$ cat src/mag_hybrid_consts.vh
// Constants for the magnetometer hybrid control block.
// Included by the control file; definitions only.
`ifndef MAG_HYBRID_CONSTS_VH
`define MAG_HYBRID_CONSTS_VH

`define MHC_ADDR_SYSMODE 8'h0b
`define MHC_ADDR_CTRL_TWO 8'h5c
`define MHC_ADDR_OUT_Z_MSB 8'h05
`define MHC_ADDR_OUT_Z_LSB 8'h06
`define MHC_ADDR_MAG_FIRST 8'h33
`define MHC_ADDR_CMP_LAST 8'h3e
`define MHC_CTRL_TWO_RESET 8'h00
`define MHC_BIT_AUTOINC 5
`define MHC_BIT_MAXMIN_DIS 4
`define MHC_BIT_DIS_THS 3
`define MHC_BIT_MM_RST 2
`define MHC_BIT_RSTCNT_HI 1
`define MHC_BIT_RSTCNT_LO 0
`define MHC_HMS_ACCEL 2'h0
`define MHC_HMS_MAG 2'h1
`define MHC_HMS_HYBRID 2'h3
`define MHC_DEG_EVERY 2'h0
`define MHC_DEG_16 2'h1
`define MHC_DEG_512 2'h2
`define MHC_DEG_LAST_16 4'hf
`define MHC_DEG_LAST_512 9'h1ff
`define MHC_MIN_RESET 16'h7fff
`define MHC_MAX_RESET 16'h8000
`define MHC_SYSMODE_STBY 2'h0
`define MHC_SYSMODE_WAKE 2'h1
`define MHC_SYSMODE_SLEEP 2'h2
`define MHC_CLK_NS 100
`define MHC_BASE_ODR_NS 1250000
`define MHC_STBY_MAX_NS 300000000

`endif

$ cat src/magnetometer_hybrid_control.v
// Magnetometer hybrid control: sensor select, ODR timing, output placement,
// burst auto-increment, degauss scheduling and min/max tracking.
// Assumes synchronous inputs on a 10 MHz clock and a byte register port.
// Operation
// - 0b11 selects hybrid, both sensors run
// - Hybrid halves each sensor's sample rate
// - Mag update from oversample and system ODR
// - Mag at 0x33-0x38, synced accel 0x39-0x3E
// - Standby entry may lag up to 300 ms
// - Autoinc, no fast-read: 0x06 jumps 0x33
// - Autoinc, fast-read: 0x05 jumps 0x33
// - Min/max disable bit gates tracking
// - Control two at 0x5C, fields, reset zero
// - 0b00 accel only, 0b01 mag only
// - Min/max reset loads 0x7FFF/0x8000, self-clears
// - Threshold event may stop min/max tracking
// - Degauss every 1, 16, 512 cycles or never
`timescale 1ns/10ps
`include "mag_hybrid_consts.vh"
module magnetometer_hybrid_control #(
    parameter BASE_ODR_CYCLES = `MHC_BASE_ODR_NS / `MHC_CLK_NS,
    parameter STBY_MAX_CYCLES = `MHC_STBY_MAX_NS / `MHC_CLK_NS
) (
    // Clock and reset
    input wire i_clk_sys,
    input wire i_srst,
    // System control bits
    input wire i_active,
    input wire i_sleep,
    input wire i_fast_read,
    input wire [2:0] i_data_rate_sel,
    input wire [1:0] i_aslp_rate,
    input wire [1:0] i_sensor_select,
    input wire [2:0] i_mag_oversample,
    input wire i_manual_degauss,
    input wire i_mag_ths_event,
    // Sensor results
    input wire [47:0] i_mag_xyz,
    input wire [47:0] i_accel_xyz,
    // Register port
    input wire [7:0] i_reg_addr,
    input wire i_reg_wr,
    input wire [7:0] i_reg_wdata,
    input wire i_reg_rd,
    output reg [7:0] o_reg_rdata,
    output reg o_reg_rvalid,
    output reg [7:0] o_next_addr,
    // Sensor control
    output reg o_accel_en,
    output reg o_mag_en,
    output reg o_accel_sample,
    output reg o_mag_start,
    output reg o_mag_ready,
    output reg o_degauss,
    output reg [1:0] o_sys_mode,
    output reg o_minmax_track,
    // Min/max readback
    input wire [2:0] i_minmax_sel,
    output wire [15:0] o_minmax_data
);
    localparam ST_STBY = 2'h0;
    localparam ST_ACT = 2'h1;
    localparam ST_DRAIN = 2'h2;
    localparam MM_IDLE = 2'h0;
    localparam MM_RST = 2'h1;
    localparam MM_RD = 2'h2;
    localparam MM_CMP = 2'h3;

    reg [1:0] state;
    reg [23:0] odr_cnt;
    reg [21:0] stby_cnt;
    reg phase;
    reg [7:0] osr_cnt;
    reg osr_busy;
    reg [8:0] deg_cnt;
    reg [7:0] ctrl_two;
    reg [47:0] mag_out;
    reg [47:0] cmp_out;
    reg ths_stopped;
    reg [1:0] mm_state;
    reg [2:0] mm_idx;
    reg [2:0] mm_wr_addr;
    reg mm_wr;
    reg [15:0] mm_wdata;
    reg [1:0] next_state;
    wire [15:0] mm_rdata;
    wire odr_tick;
    wire hybrid;
    wire mag_tick;
    wire accel_tick;
    wire [23:0] odr_period;
    wire mm_rst_done;
    wire track_en;
    wire [15:0] axis_val;

    // 1.56 Hz needs a shift of 9 over the 800 Hz base
    function [3:0] rate_shift;
        input [2:0] code;
        begin
            case (code)
                3'h5: rate_shift = 4'h6;
                3'h6: rate_shift = 4'h7;
                3'h7: rate_shift = 4'h9;
                default: rate_shift = {1'b0, code};
            endcase
        end
    endfunction

    function [15:0] axis_word;
        input [47:0] xyz;
        input [1:0] axis;
        begin
            case (axis)
                2'h0: axis_word = xyz[47:32];
                2'h1: axis_word = xyz[31:16];
                default: axis_word = xyz[15:0];
            endcase
        end
    endfunction

    function [7:0] out_byte;
        input [95:0] bank;
        input [7:0] addr;
        reg [7:0] off;
        reg [3:0] idx;
        begin
            off = addr - `MHC_ADDR_MAG_FIRST;
            idx = off[3:0];
            out_byte = bank[95 - 8 * idx -: 8];
        end
    endfunction

    assign hybrid = (i_sensor_select == `MHC_HMS_HYBRID);
    assign odr_period = BASE_ODR_CYCLES[23:0] << (i_sleep ? rate_shift({1'b1, i_aslp_rate})
                                                         : rate_shift(i_data_rate_sel));
    assign odr_tick = (state != ST_STBY) && (odr_cnt >= odr_period - 24'h1);
    assign accel_tick = odr_tick && (i_sensor_select == `MHC_HMS_ACCEL || (hybrid && !phase));
    assign mag_tick = odr_tick && (i_sensor_select == `MHC_HMS_MAG || (hybrid && phase));
    assign mm_rst_done = (mm_state == MM_RST) && (mm_idx == 3'h5);
    // Disable bit and threshold stop gate
    assign track_en = !ctrl_two[`MHC_BIT_MAXMIN_DIS] && !ths_stopped;
    assign axis_val = axis_word(mag_out, (mm_idx >= 3'h3) ? mm_idx[1:0] - 2'h3 : mm_idx[1:0]);

    minmax_store #(
        .WIDTH(16),
        .DEPTH(8),
        .AW(3)
    ) u_store (
        .i_clk_sys(i_clk_sys),
        .i_wr_en(mm_wr),
        .i_wr_addr(mm_wr_addr),
        .i_wr_data(mm_wdata),
        .i_rd_addr_a(mm_idx),
        .o_rd_data_a(mm_rdata),
        .i_rd_addr_b(i_minmax_sel),
        .o_rd_data_b(o_minmax_data)
    );

    // Drain the current cycle, capped at 300 ms
    always @* begin
        next_state = state;
        case (state)
            ST_STBY: begin
                if (i_active) begin
                    next_state = ST_ACT;
                end
            end
            ST_ACT: begin
                if (!i_active) begin
                    next_state = (i_sensor_select == `MHC_HMS_ACCEL) ? ST_STBY : ST_DRAIN;
                end
            end
            ST_DRAIN: begin
                if (odr_tick || stby_cnt >= STBY_MAX_CYCLES[21:0] - 22'h1) begin
                    next_state = ST_STBY;
                end
            end
            default: next_state = ST_STBY;
        endcase
    end

    always @(posedge i_clk_sys) begin
        if (i_srst) begin
            state <= ST_STBY;
            odr_cnt <= 24'h0;
            stby_cnt <= 22'h0;
            phase <= 1'b0;
            o_sys_mode <= `MHC_SYSMODE_STBY;
            o_accel_en <= 1'b0;
            o_mag_en <= 1'b0;
            o_accel_sample <= 1'b0;
            o_mag_start <= 1'b0;
        end else begin
            state <= next_state;
            odr_cnt <= (odr_tick || state == ST_STBY) ? 24'h0 : odr_cnt + 24'h1;
            stby_cnt <= (state == ST_DRAIN) ? stby_cnt + 22'h1 : 22'h0;
            phase <= (state == ST_STBY) ? 1'b0 : phase ^ odr_tick;
            if (next_state == ST_STBY) begin
                o_sys_mode <= `MHC_SYSMODE_STBY;
            end else begin
                o_sys_mode <= i_sleep ? `MHC_SYSMODE_SLEEP : `MHC_SYSMODE_WAKE;
            end
            o_accel_en <= (next_state != ST_STBY) && (i_sensor_select != `MHC_HMS_MAG);
            o_mag_en <= (next_state != ST_STBY) && (i_sensor_select != `MHC_HMS_ACCEL);
            o_accel_sample <= accel_tick;
            o_mag_start <= mag_tick;
        end
    end

    always @(posedge i_clk_sys) begin
        if (i_srst) begin
            osr_cnt <= 8'h0;
            osr_busy <= 1'b0;
            o_mag_ready <= 1'b0;
            mag_out <= 48'h0;
            cmp_out <= 48'h0;
        end else begin
            o_mag_ready <= 1'b0;
            if (mag_tick) begin
                osr_busy <= 1'b1;
                osr_cnt <= 8'h0;
            end else if (osr_busy) begin
                osr_cnt <= osr_cnt + 8'h1;
                if (osr_cnt == (8'h1 << i_mag_oversample) - 8'h1) begin
                    osr_busy <= 1'b0;
                    o_mag_ready <= 1'b1;
                    mag_out <= i_mag_xyz;
                    // Accel captured with the mag result
                    if (hybrid) begin
                        cmp_out <= i_accel_xyz;
                    end
                end
            end
        end
    end

    always @(posedge i_clk_sys) begin
        if (i_srst) begin
            deg_cnt <= 9'h0;
            o_degauss <= 1'b0;
        end else begin
            if (state == ST_STBY) begin
                deg_cnt <= 9'h0;
            end else if (mag_tick) begin
                deg_cnt <= deg_cnt + 9'h1;
            end
            case (ctrl_two[`MHC_BIT_RSTCNT_HI:`MHC_BIT_RSTCNT_LO])
                `MHC_DEG_EVERY: o_degauss <= mag_tick;
                `MHC_DEG_16: o_degauss <= mag_tick && deg_cnt[3:0] == `MHC_DEG_LAST_16;
                `MHC_DEG_512: o_degauss <= mag_tick && deg_cnt == `MHC_DEG_LAST_512;
                default: o_degauss <= 1'b0;
            endcase
            if ((state == ST_STBY && next_state == ST_ACT && i_sensor_select != `MHC_HMS_ACCEL)
                || i_manual_degauss) begin
                o_degauss <= 1'b1;
            end
        end
    end

    always @(posedge i_clk_sys) begin
        if (i_srst) begin
            ctrl_two <= `MHC_CTRL_TWO_RESET;
        end else if (i_reg_wr && i_reg_addr == `MHC_ADDR_CTRL_TWO) begin
            ctrl_two <= i_reg_wdata;
        end else if (mm_rst_done) begin
            ctrl_two[`MHC_BIT_MM_RST] <= 1'b0;
        end
    end

    // Threshold stop, set wins over clear
    always @(posedge i_clk_sys) begin
        if (i_srst) begin
            ths_stopped <= 1'b0;
        end else if (i_mag_ths_event && ctrl_two[`MHC_BIT_DIS_THS]) begin
            ths_stopped <= 1'b1;
        end else if (mm_rst_done || !ctrl_two[`MHC_BIT_DIS_THS]) begin
            ths_stopped <= 1'b0;
        end
    end

    // Entries 0-2 are minima, 3-5 maxima
    always @(posedge i_clk_sys) begin
        if (i_srst) begin
            mm_state <= MM_IDLE;
            mm_idx <= 3'h0;
            mm_wr_addr <= 3'h0;
            mm_wr <= 1'b0;
            mm_wdata <= 16'h0;
            o_minmax_track <= 1'b0;
        end else begin
            mm_wr <= 1'b0;
            o_minmax_track <= track_en;
            case (mm_state)
                MM_IDLE: begin
                    mm_idx <= 3'h0;
                    if (ctrl_two[`MHC_BIT_MM_RST]) begin
                        mm_state <= MM_RST;
                        mm_wr_addr <= 3'h0;
                        mm_wr <= 1'b1;
                        mm_wdata <= `MHC_MIN_RESET;
                    end else if (o_mag_ready && track_en) begin
                        mm_state <= MM_RD;
                    end
                end
                MM_RST: begin
                    if (mm_idx == 3'h5) begin
                        mm_state <= MM_IDLE;
                    end else begin
                        mm_idx <= mm_idx + 3'h1;
                        mm_wr_addr <= mm_idx + 3'h1;
                        mm_wr <= 1'b1;
                        mm_wdata <= (mm_idx >= 3'h2) ? `MHC_MAX_RESET : `MHC_MIN_RESET;
                    end
                end
                MM_RD: begin
                    mm_state <= MM_CMP;
                end
                MM_CMP: begin
                    // Own write address lets the next read overlap the write-back
                    mm_wr_addr <= mm_idx;
                    if ((mm_idx < 3'h3 && $signed(axis_val) < $signed(mm_rdata)) ||
                        (mm_idx >= 3'h3 && $signed(axis_val) > $signed(mm_rdata))) begin
                        mm_wr <= 1'b1;
                        mm_wdata <= axis_val;
                    end
                    mm_state <= MM_IDLE;
                    if (mm_idx != 3'h5) begin
                        mm_idx <= mm_idx + 3'h1;
                        mm_state <= MM_RD;
                    end
                end
                default: mm_state <= MM_IDLE;
            endcase
        end
    end

    // Register reads and burst address
    always @(posedge i_clk_sys) begin
        if (i_srst) begin
            o_reg_rdata <= 8'h0;
            o_reg_rvalid <= 1'b0;
            o_next_addr <= 8'h0;
        end else begin
            o_reg_rvalid <= i_reg_rd;
            if (i_reg_rd) begin
                if (i_reg_addr == `MHC_ADDR_SYSMODE) begin
                    o_reg_rdata <= {6'h0, o_sys_mode};
                end else if (i_reg_addr == `MHC_ADDR_CTRL_TWO) begin
                    o_reg_rdata <= ctrl_two;
                end else if (i_reg_addr >= `MHC_ADDR_MAG_FIRST &&
                             i_reg_addr <= `MHC_ADDR_CMP_LAST) begin
                    o_reg_rdata <= out_byte({mag_out, cmp_out}, i_reg_addr);
                end else begin
                    o_reg_rdata <= 8'h0;
                end
                if (ctrl_two[`MHC_BIT_AUTOINC] && !i_fast_read &&
                    i_reg_addr == `MHC_ADDR_OUT_Z_LSB) begin
                    o_next_addr <= `MHC_ADDR_MAG_FIRST;
                // Fast-read jumps after Z high byte
                end else if (ctrl_two[`MHC_BIT_AUTOINC] && i_fast_read &&
                             i_reg_addr == `MHC_ADDR_OUT_Z_MSB) begin
                    o_next_addr <= `MHC_ADDR_MAG_FIRST;
                end else begin
                    o_next_addr <= i_reg_addr + 8'h1;
                end
            end
        end
    end
endmodule

$ cat src/minmax_store.v
// Min/max word storage: one write port, two registered read ports.
// Assumes the single system clock; no reset, contents set by the control logic.
`timescale 1ns/10ps
module minmax_store #(
    parameter WIDTH = 16,
    parameter DEPTH = 8,
    parameter AW = 3
) (
    // Clock
    input wire i_clk_sys,
    // Write port
    input wire i_wr_en,
    input wire [AW-1:0] i_wr_addr,
    input wire [WIDTH-1:0] i_wr_data,
    // Read ports
    input wire [AW-1:0] i_rd_addr_a,
    output reg [WIDTH-1:0] o_rd_data_a,
    input wire [AW-1:0] i_rd_addr_b,
    output reg [WIDTH-1:0] o_rd_data_b
);
    reg [WIDTH-1:0] mem [0:DEPTH-1];

    always @(posedge i_clk_sys) begin
        if (i_wr_en) begin
            mem[i_wr_addr] <= i_wr_data;
        end
        o_rd_data_a <= mem[i_rd_addr_a];
        o_rd_data_b <= mem[i_rd_addr_b];
    end
endmodule
$ cat config.mk
export PLATFORM = sky130hd
export DESIGN_NAME = magnetometer_hybrid_control
export DESIGN_NICKNAME = d
export VERILOG_FILES = /design/src/magnetometer_hybrid_control.v /design/src/minmax_store.v
export VERILOG_INCLUDE_DIRS = /design/src
export SDC_FILE = /design/constraint.sdc
export NUM_CORES = 1
export LEC_CHECK = 0
export BUFFER_PORTS_ARGS = -buffer_cell sky130_fd_sc_hd__buf_2
export CORE_UTILIZATION = 36
export CTS_CLUSTER_DIAMETER = 40
export DETAILED_ROUTE_END_ITERATION = 10
export SETUP_SLACK_MARGIN = 0.15
export SYNTH_ARGS = -nofsm -noshare
export SYNTH_HDL_FRONTEND = slang
export SYNTH_HIERARCHICAL = 1
export SYNTH_SLANG_ARGS = --single-unit
$ cat constraint.sdc
create_clock -name i_clk_sys -period 5.5 [get_ports i_clk_sys]
set_input_delay 1.1 -clock i_clk_sys [delete_from_list [all_inputs] [get_ports i_clk_sys]]
set_output_delay 1.1 -clock i_clk_sys [all_outputs]
set_load 0.1 [all_outputs]
==> results.cfg <==
[critical_path]
arrival_ps = 5540
cp_slowest_stage_delay_ps = 480
endpoint_kind = flop
required_ps = 6010
path_class = input port to flop
crit_slowest_cell = a2111oi_4
critPathLaunchType = input port
critPathMaxFanout = 17
path_common_cell = ha_1
reg2reg_depth = 13
cp_cell_sequence = buf_2 -> inv_1 -> ha_1 -> or2b_1 -> nand3_2 -> inv_1 -> ha_1 -> or2_2 -> nor2_2 -> mux2i_1 -> a32oi_1 -> a21oi_1 -> ha_1 -> and2_1 -> o2111ai_1 -> a31o_1 -> a2111oi_4 -> o21ai_4 -> buf_12 -> or4_1 -> a21oi_1

[cts]
cts_tree = built
cts_htree_levels = 2
numCtsBuffers = 61
cts_sinks = 383
cts_root_buf = clkbuf_16
postCtsSetupRepairBufs = 0
clkTransAtPathRegs_ps = 60
clk_latency_ps = 630
clock_path_buffers = 3

[sta]
period_share_pct = 91.5
maxSlewViolCount = 0
skew_ps = 62.8
maxSlewHeadroom_pct = 18.5
fin_crit_ps = 5030
setup_viol = 0
timing.fmax_ghz = 0.199
rsz0062_at_grt = false
hold_viol = 0
tightest_slew_ps = 1220
timing.final.ws_setup_ps = 469

[logic_synthesis]
yosysTopAreaCellShare_pct = 26.6
synth_cells = 1818
synth_cell_types = 77
synth_area_per_cell_um2 = 10.6
synth_area_leaders = dfxtp_1 27%, edfxtp_1 20%, mux4_1 7.7%, ha_1 4.1%, a21oi_1 3.8%
synth_area_um2 = 19200
yosysSeqAreaShare_pct = 46.6
synth_edf_count = 128
synth_common_cells = 255 x dfxtp_1, 175 x nand2_1, 153 x nor2_1, 147 x a21oi_1, 128 x edfxtp_1
synth_flop_cell = dfxtp_1
ys_warn_count = 6
synth_fp_nets = 2015
synth.most_common_cell = dfxtp_1
synth_seq_cells = 383
async_flop_share_pct = 0
yosysTopAreaCell = dfxtp_1

[floorplan]
rows = 84
die_area_um2 = 54300
start_util_pct = 36.5
ioPinCount = 176
die_h_um = 233
coreArea_um2 = 52700
fp.dieW_um = 233

[detailed_routing]
vias = 15000
ant_nets = 0
drtIter0Drc = 1000
drt-total-wl_um = 53000
wire_per_inst_um = 19.3
first_pass_iters = 7
drc = 0
post_drt_via_cell_ratio = 5.46

[finish]
fin_area_um2 = 23300
utilization_pct = 44.2
drive_gt1_share_pct = 23.7
nets = 2202
syn_to_final_growth_pct = 21.3

[power_and_ir_drop]
power_density_nw_per_um2 = 323
ir_drop_v = 0.000267
power.leakage_nw = 8.63

[min_path]
min_path_cells = 2
hp-class = flop to flop

[global_route]
grt_pass1_wl_um = 81900
grt_pass1_vias = 14600
gr-total-overflow = 0
grt_use_total_pct = 19.4
antenna_found_initial = 11
grt_max_degree = 83

[run]
cap_viol_max_count = 0

[status]
outcome = finished, final reports clean

[placement]
place_area_um2 = 21100
dp_hpwl_um = 36900
place_congestion = 0.870
dpl_worst_slack_ps = -97.1
io_buffers = 175
[worst max-delay path: cells and delay by family]
| family | cells | cell delay, ps |
|---|---|---|
| AOI/OAI and AO/OA | 7 | 1580 |
| adders and majority gates | 3 | 850 |
| muxes | 1 | 100 |
| and+or+nand+nor | 6 | 1490 |
| buffers and inverters | 4 | 410 |
[logic make-up after synthesis]
kind of cell             after synthesis  share of synthesized area, %
AND/OR/NAND/NOR                      568                          14.2
AO/OA/AOI/OAI                        401                          12.7
buffers and inverters                178                          4.03
XOR/XNOR                              66                          3.05
multiplexers                         159                          15.3
flip-flops                           383                          46.6
adder cells (fa/ha/maj)               63                          4.11
[registers in the layout, summed over array words and instances (netlist names), 2 cells and up]
register / count
mm_wr_addr: 3
deg_cnt: 9
mm_state: 2
state: 2
mm_idx: 3
o_reg_rdata: 8
ctrl_two: 8
u_store/o_rd_data_b: 16
mag_out: 48
mm_wdata: 16
cmp_out: 48
u_store/mem: 128
u_store/o_rd_data_a: 16
osr_cnt: 8
o_next_addr: 8
o_sys_mode: 2
odr_cnt: 24
stby_cnt: 22
[report_power, final]
part	total (mW)	switching (mW)	internal [mW]
clock network	3.93	1.51	2.42
registers	2.94	0.00957	2.93
logic	0.663	0.436	0.227
[cells in the final DEF, fill, tap and decap left out, types with 27 or more instances in the layout]
master / synthesis / final
clkbuf_16: 0 / 62
nand4_1: 87 / 87
nand2_1: 175 / 174
inv_1: 42 / 41
edfxtp_1: 128 / 128
buf_2: 18 / 174
mux4_2: 32 / 32
buf_4: 1 / 78
xnor2_1: 27 / 27
mux2_2: 34 / 34
mux2i_1: 37 / 37
xor2_1: 38 / 38
dfxtp_1: 255 / 254
o21ai_0: 125 / 124
nor2_1: 153 / 146
mux4_1: 56 / 56
ha_1: 63 / 63
nand3_1: 46 / 45
a21oi_1: 147 / 147
[path summary, 6_finish.rpt]
path / startpoint / to / slack [ps]
worst max register to register: mm_idx[0]$_SDFFE_PP0P_ / mm_wr$_SDFF_PP0_ / 1000
worst min-delay path: ctrl_two[6]$_SDFFE_PP0P_ / ctrl_two[6]$_SDFFE_PP0P_ / 460
worst max-delay path: i_aslp_rate[0] / deg_cnt[5]$_SDFFE_PP0P_ / 470
worst min register to register: ctrl_two[6]$_SDFFE_PP0P_ / ctrl_two[6]$_SDFFE_PP0P_ / 460
[stage by stage]
step	power [mW]	setup TNS [ps]	instances	hold WS, ps
2_1_floorplan	3.43	0	1818	426
3_3_place_gp	3.65	-70.3	2630	438
3_5_place_dp	3.65	-759	2630	449
4_1_cts	7.61	0	2746	457
5_1_grt	7.79	0	2747	480
6_report	7.53	0	2751	455
[routing by layer]
metal  track usage (%)  share of wire [%]  vias to the layer above
met5                 0               0.15                        -
met4              5.86                2.6                       12
met3              5.44                7.2                       99
met2              31.7                 47                      459
met1              24.8                 43                     7244
li1                  -                  -                     7205
[final cells by class]
type,instances,area (um2)
inverter,43,164
timing repair buffer,259,1600
fill,4895,29400
multi-input combinational,1257,9570
antenna,5,12.5
clock inverter,48,562
sequential,383,8950
tap,688,861
clock buffer,68,1580
[repair_timing]
item	4_1_cts	5_1_grt
hold buffers	0	0
endpoints found under the setup margin	0	1
gates resized for setup	0	1
(Power assumes the default switching activity.)
